--- src/rtl/ots_pkg.sv ---
// overtravel stop sequencer: register map, field layout, codes and carrier types
// assumes a 32-bit apb master and a 100 MHz control clock
package ots_pkg;

  ////////////////////////////////////////////////////////////////////////////
  // register byte offsets
  localparam logic [7:0] ADDR_CTRL      = 8'h00;
  localparam logic [7:0] ADDR_NET_EXT   = 8'h04;
  localparam logic [7:0] ADDR_ESTOP_TRQ = 8'h08;
  localparam logic [7:0] ADDR_STATUS    = 8'h0c;
  localparam logic [7:0] ADDR_IRQ_STAT  = 8'h10;
  localparam logic [7:0] ADDR_IRQ_MASK  = 8'h14;

  // control register fields, and the net_ext command error report bit
  localparam int CTRL_SETUP_LSB = 0;  // limit_input_setup, 2 bits
  localparam int CTRL_SEQ_LSB   = 2;  // limit_stop_sequence, 2 bits
  localparam int CTRL_ALARM_LSB = 4;  // alarm_stop_sequence, 3 bits
  localparam int CTRL_CLR_BIT   = 7;  // write one: leave alarm stop
  localparam int NET_ERR_BIT    = 9;  // command error report enable

  // status register fields
  localparam int STAT_STATE_LSB = 0;
  localparam int STAT_POS_BIT   = 2;
  localparam int STAT_NEG_BIT   = 3;
  localparam int STAT_PROT_BIT  = 4;

  // interrupt event bits
  localparam int IRQ_W         = 4;
  localparam int EV_LIMIT      = 0;
  localparam int EV_STOPPED    = 1;
  localparam int EV_CMD_ERR    = 2;
  localparam int EV_PROT       = 3;

  // reset values
  localparam logic [1:0]  RST_SETUP     = 2'h0;
  localparam logic [1:0]  RST_SEQ       = 2'h0;
  localparam logic [2:0]  RST_ALARM_SEQ = 3'h0;
  localparam logic [15:0] RST_NET_EXT   = 16'h0000;
  localparam logic [15:0] RST_ESTOP_TRQ = 16'h0000;

  // setting codes
  localparam logic [1:0] SETUP_SEQ  = 2'h0;  // limit-stop sequence active
  localparam logic [1:0] SETUP_PROT = 2'h2;  // limit input raises protection error
  localparam logic [1:0] SEQ_DB     = 2'h0;  // dynamic braking
  localparam logic [1:0] SEQ_FREE   = 2'h1;  // free run, braking off
  localparam logic [1:0] SEQ_ESTOP  = 2'h2;  // emergency stop

  // stop threshold, speed input in r/min
  localparam logic signed [15:0] STOP_RPM = 16'sh001e;

  ////////////////////////////////////////////////////////////////////////////
  typedef enum logic [1:0] {ST_RUN, ST_DECEL, ST_STOPPED, ST_ALARM} ots_state_type;

  // host motion command
  typedef struct packed {
    logic valid;
    logic dir_neg;  // 1: toward negative travel
  } ots_cmd_type;

  // answer to a host command, one-cycle pulses
  typedef struct packed {
    logic accept;
    logic ignored;
    logic error;
  } ots_resp_type;

  // commands to the servo core
  typedef struct packed {
    logic force_pos;
    logic halt_gen;
    logic dyn_brake;
    logic free_run;
    logic estop;
    logic dev_clear;
    logic dev_hold;
    logic alarm_stop;
    logic prot_err;
  } ots_drive_type;

  // whole state of the sequencer
  typedef struct packed {
    ots_state_type        state;
    logic [2:0]           pos_sync;
    logic [2:0]           neg_sync;
    logic                 pos_lim;
    logic                 neg_lim;
    logic                 prot;
    logic [1:0]           setup;
    logic [1:0]           seq;
    logic [2:0]           alarm_seq;
    logic [15:0]          net_ext;
    logic [15:0]          estop_trq;
    logic [IRQ_W-1:0]     irq_stat;
    logic [IRQ_W-1:0]     irq_mask;
    logic                 apb_rdy;
    logic [31:0]          prdata;
    logic signed [15:0]   trq;
    logic signed [31:0]   cmd_pos;
    ots_drive_type        drive;
    ots_resp_type         resp;
  } ots_regs_type;

endpackage

--- src/rtl/ots_sequencer.sv ---
// overtravel stop sequencer: limit-input stop handling with apb registers
// assumes limit pins are asynchronous, all other inputs on sys_clk_i
//
// Behaviour
// limit-stop sequence runs only while limit_input_setup is 0
// during deceleration force position control and halt command generation
// limit_stop_sequence 0 dynamic braking, 1 free run, 2 emergency stop
// after stop, ignore commands toward the inhibited direction
// with network_ext_setup_2 bit 9 set, ignored commands return an error
// while clearing deviation, command position follows feedback position
// deviation from deceleration is cleared at stop and end of deceleration
// setup 2: limit input raises protection error, alarm stop sequence used
// any other error gives the alarm stop sequence precedence
// emergency stop halts under control with servo kept energised
// during emergency stop torque is clamped to emergency_stop_torque
// deceleration ends below 30 r/min, motor then treated as stopped
// after stop with sequence 0 or 1, zero inhibited torque, hold deviation
//
// Added by the designer: the register offsets and the APB slave port.
`timescale 1ns/1ps
`default_nettype none

module ots_sequencer
  import ots_pkg::*;
(
  input  wire logic                sys_clk_i,
  input  wire logic                arst_n_i,
  input  wire logic                ce_i,
  // apb slave
  input  wire logic                psel_i,
  input  wire logic                penable_i,
  input  wire logic                pwrite_i,
  input  wire logic [7:0]          paddr_i,
  input  wire logic [31:0]         pwdata_i,
  output logic                     pready_o,
  output logic                     pslverr_o,
  output logic [31:0]              prdata_o,
  // limit pins and drive state
  input  wire logic                positive_limit_input_i,
  input  wire logic                negative_limit_input_i,
  input  wire logic                other_error_i,
  input  wire logic signed [15:0]  motor_speed_i,
  input  wire logic signed [15:0]  torque_cmd_i,
  input  wire logic signed [31:0]  cmd_pos_i,
  input  wire logic signed [31:0]  fb_pos_i,
  // host command and answer
  input  wire ots_cmd_type         host_cmd_i,
  output ots_resp_type             host_resp_o,
  // servo core controls
  output ots_drive_type            drive_o,
  output logic [2:0]               alarm_stop_sequence_o,
  output logic signed [15:0]       torque_cmd_o,
  output logic signed [31:0]       cmd_pos_o,
  output logic                     irq_o
);

  ////////////////////////////////////////////////////////////////////////////
  // state and helpers
  ots_regs_type st;
  ots_regs_type next_st;

  logic        apb_done;
  logic        wr_en;
  logic        mapped;
  logic        speed_low;
  logic        any_lim;
  logic        toward_inh;
  logic        alarm_clr;
  logic [31:0] rd_val;

  // a transfer completes only on an edge where the state may move
  assign apb_done  = ce_i && psel_i && penable_i && st.apb_rdy;
  assign wr_en     = apb_done && pwrite_i;
  assign alarm_clr = wr_en && (paddr_i == ADDR_CTRL) && pwdata_i[CTRL_CLR_BIT];

  // stop threshold on both directions of rotation
  assign speed_low = (motor_speed_i < STOP_RPM) && (motor_speed_i > -STOP_RPM);
  assign any_lim   = st.pos_lim || st.neg_lim;
  assign toward_inh = host_cmd_i.dir_neg ? st.neg_lim : st.pos_lim;

  // address decode and read mux
  always_comb
  begin
    mapped = 1'b1;
    rd_val = 32'h0000_0000;
    unique case (paddr_i)
      ADDR_CTRL:
      begin
        rd_val[CTRL_SETUP_LSB +: 2] = st.setup;
        rd_val[CTRL_SEQ_LSB +: 2]   = st.seq;
        rd_val[CTRL_ALARM_LSB +: 3] = st.alarm_seq;
      end
      ADDR_NET_EXT:   rd_val[15:0] = st.net_ext;
      ADDR_ESTOP_TRQ: rd_val[15:0] = st.estop_trq;
      ADDR_STATUS:
      begin
        rd_val[STAT_STATE_LSB +: 2] = st.state;
        rd_val[STAT_POS_BIT]        = st.pos_lim;
        rd_val[STAT_NEG_BIT]        = st.neg_lim;
        rd_val[STAT_PROT_BIT]       = st.prot;
      end
      ADDR_IRQ_STAT:  rd_val[IRQ_W-1:0] = st.irq_stat;
      ADDR_IRQ_MASK:  rd_val[IRQ_W-1:0] = st.irq_mask;
      default:        mapped = 1'b0;
    endcase
  end

  ////////////////////////////////////////////////////////////////////////////
  // next state
  always_comb
  begin
    logic [IRQ_W-1:0] ev;
    logic [IRQ_W-1:0] w1c;
    logic             blocked;
    logic             to_stop;
    ev      = '0;
    w1c     = '0;
    blocked = 1'b0;
    to_stop = 1'b0;
    next_st = st;

    // limit pins: third stage only shadows the second; a change counts when they agree
    next_st.pos_sync = {st.pos_sync[1:0], positive_limit_input_i};
    next_st.neg_sync = {st.neg_sync[1:0], negative_limit_input_i};
    if (st.pos_sync[1] == st.pos_sync[2])
      next_st.pos_lim = st.pos_sync[2];
    if (st.neg_sync[1] == st.neg_sync[2])
      next_st.neg_lim = st.neg_sync[2];

    // apb: capture read data a cycle early so prdata comes from flops
    if (psel_i && !st.apb_rdy)
    begin
      next_st.apb_rdy = 1'b1;
      next_st.prdata  = rd_val;
    end
    if (apb_done)
      next_st.apb_rdy = 1'b0;

    // register writes take effect at the completing edge only
    if (wr_en)
    begin
      unique case (paddr_i)
        ADDR_CTRL:
        begin
          next_st.setup     = pwdata_i[CTRL_SETUP_LSB +: 2];
          next_st.seq       = pwdata_i[CTRL_SEQ_LSB +: 2];
          next_st.alarm_seq = pwdata_i[CTRL_ALARM_LSB +: 3];
        end
        ADDR_NET_EXT:   next_st.net_ext   = pwdata_i[15:0];
        ADDR_ESTOP_TRQ: next_st.estop_trq = pwdata_i[15:0];
        ADDR_IRQ_STAT:  w1c               = pwdata_i[IRQ_W-1:0];
        ADDR_IRQ_MASK:  next_st.irq_mask  = pwdata_i[IRQ_W-1:0];
        default:        ;
      endcase
    end

    // sequencer; other errors always win
    unique case (st.state)
      ST_RUN:
      begin
        if (other_error_i)
          next_st.state = ST_ALARM;
        else if (any_lim && st.setup == SETUP_SEQ)
        begin
          next_st.state   = ST_DECEL;
          ev[EV_LIMIT]    = 1'b1;
        end
        else if (any_lim && st.setup == SETUP_PROT)
        begin
          next_st.state   = ST_ALARM;
          next_st.prot    = 1'b1;
          ev[EV_PROT]     = 1'b1;
        end
      end
      ST_DECEL:
      begin
        if (other_error_i)
          next_st.state = ST_ALARM;
        else if (speed_low)
        begin
          next_st.state  = ST_STOPPED;
          to_stop        = 1'b1;
          ev[EV_STOPPED] = 1'b1;
        end
      end
      ST_STOPPED:
      begin
        if (other_error_i)
          next_st.state = ST_ALARM;
        else if (!any_lim)
          next_st.state = ST_RUN;
      end
      ST_ALARM:
      begin
        // leaving needs software, a clear cause and no pending protection trip
        if (alarm_clr && !other_error_i && !(any_lim && st.setup == SETUP_PROT))
        begin
          next_st.state = ST_RUN;
          next_st.prot  = 1'b0;
        end
      end
    endcase

    // host commands: halted while decelerating or in alarm
    next_st.resp = '0;
    if (host_cmd_i.valid)
    begin
      blocked = (st.state == ST_DECEL) || (st.state == ST_ALARM) ||
                ((st.state == ST_STOPPED) && toward_inh);
      next_st.resp.accept  = !blocked;
      next_st.resp.ignored = blocked;
      if ((st.state == ST_STOPPED) && toward_inh && st.net_ext[NET_ERR_BIT])
      begin
        next_st.resp.error = 1'b1;
        ev[EV_CMD_ERR]     = 1'b1;
      end
    end

    // drive controls follow the coming state so they line up with it
    next_st.drive            = '0;
    next_st.drive.force_pos  = (next_st.state == ST_DECEL);
    next_st.drive.halt_gen   = (next_st.state == ST_DECEL);
    next_st.drive.dyn_brake  = (next_st.state == ST_DECEL) && (next_st.seq == SEQ_DB);
    next_st.drive.free_run   = (next_st.state == ST_DECEL) && (next_st.seq == SEQ_FREE);
    // estop keeps servo on: neither braking nor free run may join it
    next_st.drive.estop      = (next_st.state == ST_DECEL) && (next_st.seq == SEQ_ESTOP);
    next_st.drive.dev_clear  = (next_st.state == ST_DECEL) || to_stop;
    next_st.drive.dev_hold   = (next_st.state == ST_STOPPED) && !to_stop;
    next_st.drive.alarm_stop = (next_st.state == ST_ALARM);
    next_st.drive.prot_err   = next_st.prot;

    // torque shaping
    next_st.trq = torque_cmd_i;
    if (next_st.drive.estop)
    begin
      // clamp both ways to the emergency torque magnitude
      if (torque_cmd_i > $signed(next_st.estop_trq))
        next_st.trq = $signed(next_st.estop_trq);
      else if (torque_cmd_i < -$signed(next_st.estop_trq))
        next_st.trq = -$signed(next_st.estop_trq);
    end
    else if ((next_st.state == ST_STOPPED) && (next_st.seq != SEQ_ESTOP))
    begin
      if ((next_st.pos_lim && torque_cmd_i > 16'sh0000) ||
          (next_st.neg_lim && torque_cmd_i < 16'sh0000))
        next_st.trq = 16'sh0000;
    end

    // command position tracks feedback while deviation is cleared
    next_st.cmd_pos = next_st.drive.dev_clear ? fb_pos_i : cmd_pos_i;

    // sticky events, set wins over a clearing write
    next_st.irq_stat = (st.irq_stat & ~w1c) | ev;
  end

  ////////////////////////////////////////////////////////////////////////////
  // state register, frozen while ce_i is low
  always_ff @(posedge sys_clk_i or negedge arst_n_i)
  begin
    if (!arst_n_i)
    begin
      st           <= '0;
      st.state     <= ST_RUN;
      st.setup     <= RST_SETUP;
      st.seq       <= RST_SEQ;
      st.alarm_seq <= RST_ALARM_SEQ;
      st.net_ext   <= RST_NET_EXT;
      st.estop_trq <= RST_ESTOP_TRQ;
    end
    else if (ce_i)
      st <= next_st;
  end

  ////////////////////////////////////////////////////////////////////////////
  // outputs
  assign pready_o              = ce_i && psel_i && penable_i && st.apb_rdy;
  assign pslverr_o             = pready_o && !mapped;
  assign prdata_o              = st.prdata;
  assign host_resp_o           = st.resp;
  assign drive_o               = st.drive;
  assign alarm_stop_sequence_o = st.alarm_seq;
  assign torque_cmd_o          = st.trq;
  assign cmd_pos_o             = st.cmd_pos;
  assign irq_o                 = |(st.irq_stat & st.irq_mask);
endmodule

`default_nettype wire

--- config.mk ---
export PLATFORM = sky130hd
export DESIGN_NAME = ots_sequencer
export DESIGN_NICKNAME = d
export VERILOG_FILES = /design/src/rtl/ots_pkg.sv /design/src/rtl/ots_sequencer.sv
export SDC_FILE = /design/constraint.sdc
export NUM_CORES = 1
export LEC_CHECK = 0
export ABC_AREA = 1
export BUFFER_PORTS_ARGS = -buffer_cell sky130_fd_sc_hd__buf_2
export CAP_MARGIN = 10
export CORE_AREA = 2 2 183 113
export DETAILED_ROUTE_END_ITERATION = 6
export DIE_AREA = 0 0 185 115
export PLACE_DENSITY = 0.83
export SLEW_MARGIN = 5
export SYNTH_ARGS = -nofsm -noshare
export SYNTH_HDL_FRONTEND = slang
export SYNTH_SLANG_ARGS = --single-unit
--- constraint.sdc ---
create_clock -name sys_clk_i -period 3.7 [get_ports sys_clk_i]
set_clock_uncertainty 0.1 [all_clocks]
set_input_delay 0.37 -clock sys_clk_i [delete_from_list [all_inputs] [get_ports sys_clk_i]]
set_output_delay 0.37 -clock sys_clk_i [all_outputs]
set_load 0.05 [all_outputs]
==> flow_summary.yaml, run 1 <==
pwr:
  max-vdd-ir-drop_v: 0.000435
  p_int_mw: 3.35
  power_frac_comb: 0.403
  total_power_mw: 6.04
  pwr-share-seq: 0.317
  power_frac_clock: 0.281
  leakagePower_nw: 5.51
  switching_share: 0.446
  p_per_area_nw_per_um2: 560
  p_sw_mw: 2.69
yosys:
  yosysWarningCount: 0
  synth_edf_count: 0
  ys_async_sr_fraction: 1.00
  synth_simple_gate_area_frac: 0.248
  seq_area_frac_synth: 0.381
  synth.top_cell.area_share: 0.381
  synth_top_family_by_area: "simple AND/OR/NAND/NOR gates"
  ys_ff_latch: 133
  synthCells: 1154
  synth_xor_area_frac: 0.00301
  synth_top_cell_by_area: "dfrtp_1"
  muxShareOfSynthArea: 0.0103
  syn_area_per_cell_sq_um: 7.57
  synth_area_sq_um: 8740
  synth_cell_types: 49
  synth_ff_type: "dfrtp_1"
  synthAdderAreaFrac: 0.0444
  synth_area_leaders: "dfrtp_1, nand2_1, buf_4, a21oi_1, ha_1"
  synth_compound_area_frac: 0.160
worst_hold_path:
  whs_endpoint: "next_st[144]$_DFFE_PN0P_"
  hold_depth: 3
  hp-class: "in2reg"
  hp-start: "negative_limit_input_i"
worst_setup_path:
  slowest_delay_ps: 390
  cp.arrival_ps: 3870
  reg2reg_slack_ps: 40
  required_ps: 3900
  endpoint_kind: "flip-flop"
  ff2ff_path_depth: 29
  critical_path.slowest_cell: "dfrtp_1"
  reg2reg_to: "torque_cmd_o[1]$_DFFE_PN0P_"
  cp_common_cell: "nand2_1"
  rr_startpoint: "st[92]$_DFFE_PN0P_"
  path_max_fanout: 11
  start_kind: "flip-flop"
  path_class: "reg2reg"
clock_tree:
  cts_made_buffers: 17
  cts_tree: "yes"
  clk_pin_slew_ps: 60
  cts-root-buf: "clkbuf_16"
  cts.path.max_buffers: 2
  htreeDepth: 4
  worst_skew_pair.late_latency_ps: 420
  clock-sinks: 133
cells_and_area:
  syn2layout_area_growth_pct: 23.4
  nFillCells: 1833
  antenna_cells: 0
  fin_cells: 1635
  postLayoutCoreUtil: 0.549
  drive_gt1_frac: 0.308
  final_common_cell: "nand2_1"
  nNetsFinal: 1528
  layout_common_cells: "nand2_1, buf_2, dfrtp_1"
floorplan:
  die_w_um: 185
  num_io_pins: 245
  rows: 40
  die-area_sq_um: 21300
  core_sq_um: 19600
  die_y_um: 115
  initial_core_util: 0.445
route:
  drc: 0
  drt_pass1_iterations: 5
  routed-via-count: 8446
  drt-vias-per-instance: 5.17
  finalWirelength_um: 25300
  wl_per_cell_um: 15.5
  ant_nets: 0
  drt_iter0_markers: 688
sta:
  max_clock_freq_mhz: 273
  slew_headroom: 0.409
  drv_slew: 0
  tightest_slew_ps: 885
  setup_violations: 0
  min_period_over_period: 0.990
  fin_crit_ps: 3660
  rsz0062_at_grt: "true"
  hold_viol: 0
  setup_tns_ps: 0
global_route:
  grt_pass1_vias: 7914
  grt_pass1_wl_um: 40000
  grt_max_degree: 78
  grt_antenna_before_repair: 1
  grt_util_all_layers: 0.240
  grt_overflow_total: 0
placed_design:
  dp_hpwl_um: 19000
  routabilityCongestion: 0.912
  dp_cells: 1597
  place.port_buffers: 212
status:
  status: "completed"
job:
  drv_cap: 0
==> flip-flops by register name (all words and copies together) (netlist names) <==
| register | cells |
|---|---|
| torque_cmd_o | 16 |
| cmd_pos_o | 32 |
| drive_o | 8 |
| prdata_o | 16 |
| alarm_stop_sequence_o | 3 |
| st | 51 |
| host_resp_o | 3 |
| next_st | 4 |
==> cells in the mapped netlist, types with 3 or more instances <==
cell	n
nand2_1	294
dfrtp_1	133
buf_4	100
inv_1	95
a21oi_1	87
nor2_1	84
o21ai_0	69
nand3_1	64
o31ai_1	33
ha_1	31
clkbuf_1	27
nand4_1	13
nor3_1	11
o22ai_1	9
mux2_2	8
inv_2	7
o21ai_1	7
buf_2	6
nand2_4	6
clkinv_1	5
nand2_2	5
o21ai_2	5
o21ai_4	5
buf_6	4
nor2_4	4
nor4_1	4
a221oi_1	3
nand3_2	3
o21a_1	3
o21bai_1	3
xor2_1	3
==> logic make-up (layout without fill, tap and decap cells) <==
logic type / after synthesis / after routing
flip-flops: 133 / 133
XOR/XNOR: 3 / 3
multiplexers: 8 / 8
AO/OA/AOI/OAI: 233 / 233
other: 1 / 16
buffers and inverters: 246 / 439
AND/OR/NAND/NOR: 499 / 499
adder cells (fa/ha/maj): 31 / 31
==> stage by stage <==
stage	instance area (sq um)	hold slack [ps]	setup WS [ps]
floorplan	8800	-25.6	-7.10
global placement	9910	356	-120
detailed placement	9910	357	-319
CTS	10600	53.5	1.06
global route	10800	68.4	-219
finish	10800	61.3	36.1
==> how the worst max path moves through the flow <==
| stage | startpoint | end | slack, ps | cells after the start |
|---|---|---|---|---|
| after floorplan | ce_i | torque_cmd_o[7]$_DFFE_PN0P_ | -7 | 29 |
| after global placement | paddr_i[4] | torque_cmd_o[7]$_DFFE_PN0P_ | -120 | 30 |
| after detailed placement | paddr_i[3] | torque_cmd_o[1]$_DFFE_PN0P_ | -320 | 33 |
| after CTS | st[92]$_DFFE_PN0P_ | torque_cmd_o[9]$_DFFE_PN0P_ | 1 | 29 |
| after global routing | st[92]$_DFFE_PN0P_ | torque_cmd_o[10]$_DFFE_PN0P_ | -220 | 28 |
| final | st[92]$_DFFE_PN0P_ | torque_cmd_o[1]$_DFFE_PN0P_ | 40 | 29 |
==> layout make-up <==
class / count / area, sq um / area share
repair buffers: 301 / 1800 / 0.167
flip-flops and latches: 133 / 3330 / 0.309
well taps: 273 / 342 / 0.0317
inverters: 107 / 404 / 0.0375
clock inverters: 13 / 148 / 0.0137
multi-input cells: 790 / 4320 / 0.400
clock buffers: 18 / 439 / 0.0407
==> worst max-delay path: cells and delay by family (launching register included) <==
kind,cells,cell delay (ps)
DFF,1,390
adders and majority gates,1,260
buffers and inverters,6,720
AOI/OAI and AO/OA,3,240
and+or+nand+nor,19,1810
==> power groups by stage <==
stage / logic [mW] / registers (mW) / clock network [mW]
2_1_floorplan: 2.21 / 1.89 / 0
3_3_place_gp: 2.36 / 1.93 / 0
3_5_place_dp: 2.40 / 1.93 / 0
4_1_cts: 2.41 / 1.91 / 1.73
5_1_grt: 2.62 / 1.95 / 1.81
6_report: 2.43 / 1.91 / 1.69
==> per-layer routing <==
| layer | up-vias | GRT usage | share of wire |
|---|---|---|---|
| met5 | - | 0 | 0.00028 |
| met1 | 4003 | 0.331 | 0.46 |
| met3 | 37 | 0.0643 | 0.086 |
| met2 | 318 | 0.378 | 0.44 |
| met4 | 2 | 0.0577 | 0.014 |
| li1 | 4086 | - | - |
==> repair_timing <==
action	in CTS	in global routing
gates resized for setup	11	46
buffers inserted	2	3
hold endpoints to repair	75	0
hold buffers	1	0
cloned	0	1
pin swaps	7	25
endpoints found under the setup margin	11	16
(Power assumes the default switching activity.)
==> inputs of run 2 (changes only) <==
--- a/config.mk
+++ b/config.mk
@@ -11,7 +11,7 @@
 export CORE_AREA = 2 2 183 113
 export DETAILED_ROUTE_END_ITERATION = 6
 export DIE_AREA = 0 0 185 115
-export PLACE_DENSITY = 0.83
+export PLACE_DENSITY = 0.8
 export SLEW_MARGIN = 5
 export SYNTH_ARGS = -nofsm -noshare
 export SYNTH_HDL_FRONTEND = slang
==> constraint.sdc (replaced) <==
create_clock -name sys_clk_i -period 3.9 [get_ports sys_clk_i]
set_clock_uncertainty 0.1 [all_clocks]
set_input_delay 0.585 -clock sys_clk_i [delete_from_list [all_inputs] [get_ports sys_clk_i]]
set_output_delay 0.585 -clock sys_clk_i [all_outputs]
set_load 0.05 [all_outputs]
==> run 2 against run 1 <==
Net effect: critical path depth is 4 higher; critical path type is now in2reg; critical endpoint is now torque_cmd_o[11]$_DFFE_PN0P_; non-clock buffer count is 10 higher; global-route usage down 0.63 points; count of clock-buffer cells in the layout is 1 lower; largest cell class unchanged; power shrank 5.0%; combinational power fell by 5%; final cell count grew 0.67%.
==> flow_summary.yaml, run 2 (same netlist as run 1, synthesis figures left out) <==
route:
  finalWirelength_um: 25300
  drc: 0
  drt_pass1_iterations: 5
  routed-via-count: 8468
  wl_per_cell_um: 15.4
  ant_nets: 0
  drt-vias-per-instance: 5.14
  drt_iter0_markers: 738
pwr:
  leakagePower_nw: 5.55
  p_per_area_nw_per_um2: 529
  max-vdd-ir-drop_v: 0.000341
  power_frac_comb: 0.402
  p_sw_mw: 2.61
  power_frac_clock: 0.281
  pwr-share-seq: 0.316
  p_int_mw: 3.13
  total_power_mw: 5.74
  switching_share: 0.455
worst_setup_path:
  critical_path.slowest_cell: "ha_4"
  required_ps: 4110
  start_kind: "primary input"
  path_max_fanout: 7
  endpoint_kind: "flip-flop"
  cp.arrival_ps: 4070
  cp_common_cell: "nand2_1"
  slowest_delay_ps: 270
  path_class: "in2reg"
  ff2ff_path_depth: 30
global_route:
  grt_max_degree: 97
  grt_antenna_before_repair: 1
  grt_pass1_wl_um: 39000
  grt_pass1_vias: 7835
  grt_util_all_layers: 0.234
  grt_overflow_total: 0
sta:
  tightest_slew_ps: 902
  fin_ws_ps: 39.4
  setup_violations: 0
  rsz0062_at_grt: "true"
  drv_slew: 0
  hold_viol: 0
  slew_headroom: 0.399
  fin_crit_ps: 3860
  min_period_over_period: 0.990
  max_clock_freq_mhz: 259
clock_tree:
  clk_pin_slew_ps: 60
  cts_made_buffers: 17
  cts-root-buf: "clkbuf_16"
  htreeDepth: 4
  cts.path.max_buffers: 2
  cts-hold-fix-buffers: 0
  clock-sinks: 133
  worst_skew_pair.late_latency_ps: 430
  cts_tree: "yes"
floorplan:
  die-area_sq_um: 21300
  die_y_um: 115
  rows: 40
  num_io_pins: 245
  die_w_um: 185
  initial_core_util: 0.445
  core_sq_um: 19600
cells_and_area:
  antenna_cells: 0
  multiInputGateArea_sq_um: 4310
  top_register: "st"
  syn2layout_area_growth_pct: 24.0
  final_cell_area_sq_um: 10800
  nNetsFinal: 1538
  drive_gt1_frac: 0.315
  largest_reg_flops: 51
  final_common_cell: "nand2_1"
  regArea_sq_um: 3330
  layout_common_cells: "nand2_1, buf_2, dfrtp_1"
  nFillCells: 1829
worst_hold_path:
  hp-class: "in2async"
placed_design:
  dp_slack_ps: -255
  dpl_cell_area_sq_um: 10000
  place.port_buffers: 212
  dp_hpwl_um: 19100
  routabilityCongestion: 0.920
job:
  drv_cap: 0
status:
  status: "completed"
-- run 2: changes by cell type in the layout (fill, tap and decap cells not counted), moves of 3 or more --
cell     previous run  this run
nand2_1           280       287
nand2_2            17        10
a21oi_1            86        81
nand3_1            62        59
nand3_2             4         7
buf_4              79        92
a21oi_2             1         6
inv_8               0         3
nor2_2              5         8
-- run 2: what timing repair did --
item	4_1_cts	5_1_grt
endpoints found under the setup margin	0	16
resized for setup	0	51
buffers inserted	0	5
hold endpoints to repair	0	0
-- run 2: cell type report --
class	count	share of cell area
multi-input combinational	790	0.398
inverter	107	0.0373
tap	273	0.0315
timing repair buffer	311	0.172
clock buffer	17	0.0393
sequential	133	0.307
clock inverter	15	0.0152
-- run 2: worst paths after layout --
| kind | from | slack (ps) | end |
|---|---|---|---|
| worst min register to register | torque_cmd_o[9]$_DFFE_PN0P_ | 370 | torque_cmd_o[9]$_DFFE_PN0P_ |
| worst max-delay path | paddr_i[1] | 40 | torque_cmd_o[11]$_DFFE_PN0P_ |
| worst min-delay path | arst_n_i | 130 | torque_cmd_o[14]$_DFFE_PN0P_ |
| min in group sys_clk_i | negative_limit_input_i | 260 | next_st[144]$_DFFE_PN0P_ |
| max in group asynchronous | arst_n_i | 2710 | cmd_pos_o[3]$_DFFE_PN0P_ |
| worst max register to register | st[92]$_DFFE_PN0P_ | 50 | torque_cmd_o[11]$_DFFE_PN0P_ |
-- run 2: per-layer routing --
| metal | track usage | share of wire | vias to the layer above |
|---|---|---|---|
| met5 | 0 | 0.00047 | - |
| met4 | 0.0571 | 0.012 | 2 |
| met3 | 0.0538 | 0.082 | 32 |
| met2 | 0.375 | 0.45 | 368 |
| met1 | 0.323 | 0.45 | 3955 |
| li1 | - | - | 4111 |
-- run 2: power by group through the flow --
stage	logic (mW)	clock network, mW	registers [mW]
floorplan	2.09	0	1.79
global placement	2.25	0	1.82
detailed placement	2.28	0	1.84
CTS	2.29	1.65	1.81
global route	2.49	1.71	1.85
finish	2.31	1.61	1.82
-- run 2: critical path, delay by kind of cell --
| kind | cells | cell delay [ps] |
|---|---|---|
| AOI/OAI and AO/OA | 1 | 230 |
| and+or+nand+nor | 24 | 2200 |
| adders and majority gates | 2 | 420 |
| buffers and inverters | 6 | 590 |
-- run 2: per-stage QoR --
stage	utilization	TNS [ps]	cells	hold WS, ps
after floorplan	-	-22.1	1169	189
after global placement	0.510	-1640	1608	357
after detailed placement	0.510	-3180	1608	363
after CTS	0.540	0	1640	183
after global routing	0.552	-2770	1646	199
final	0.552	0	1646	127
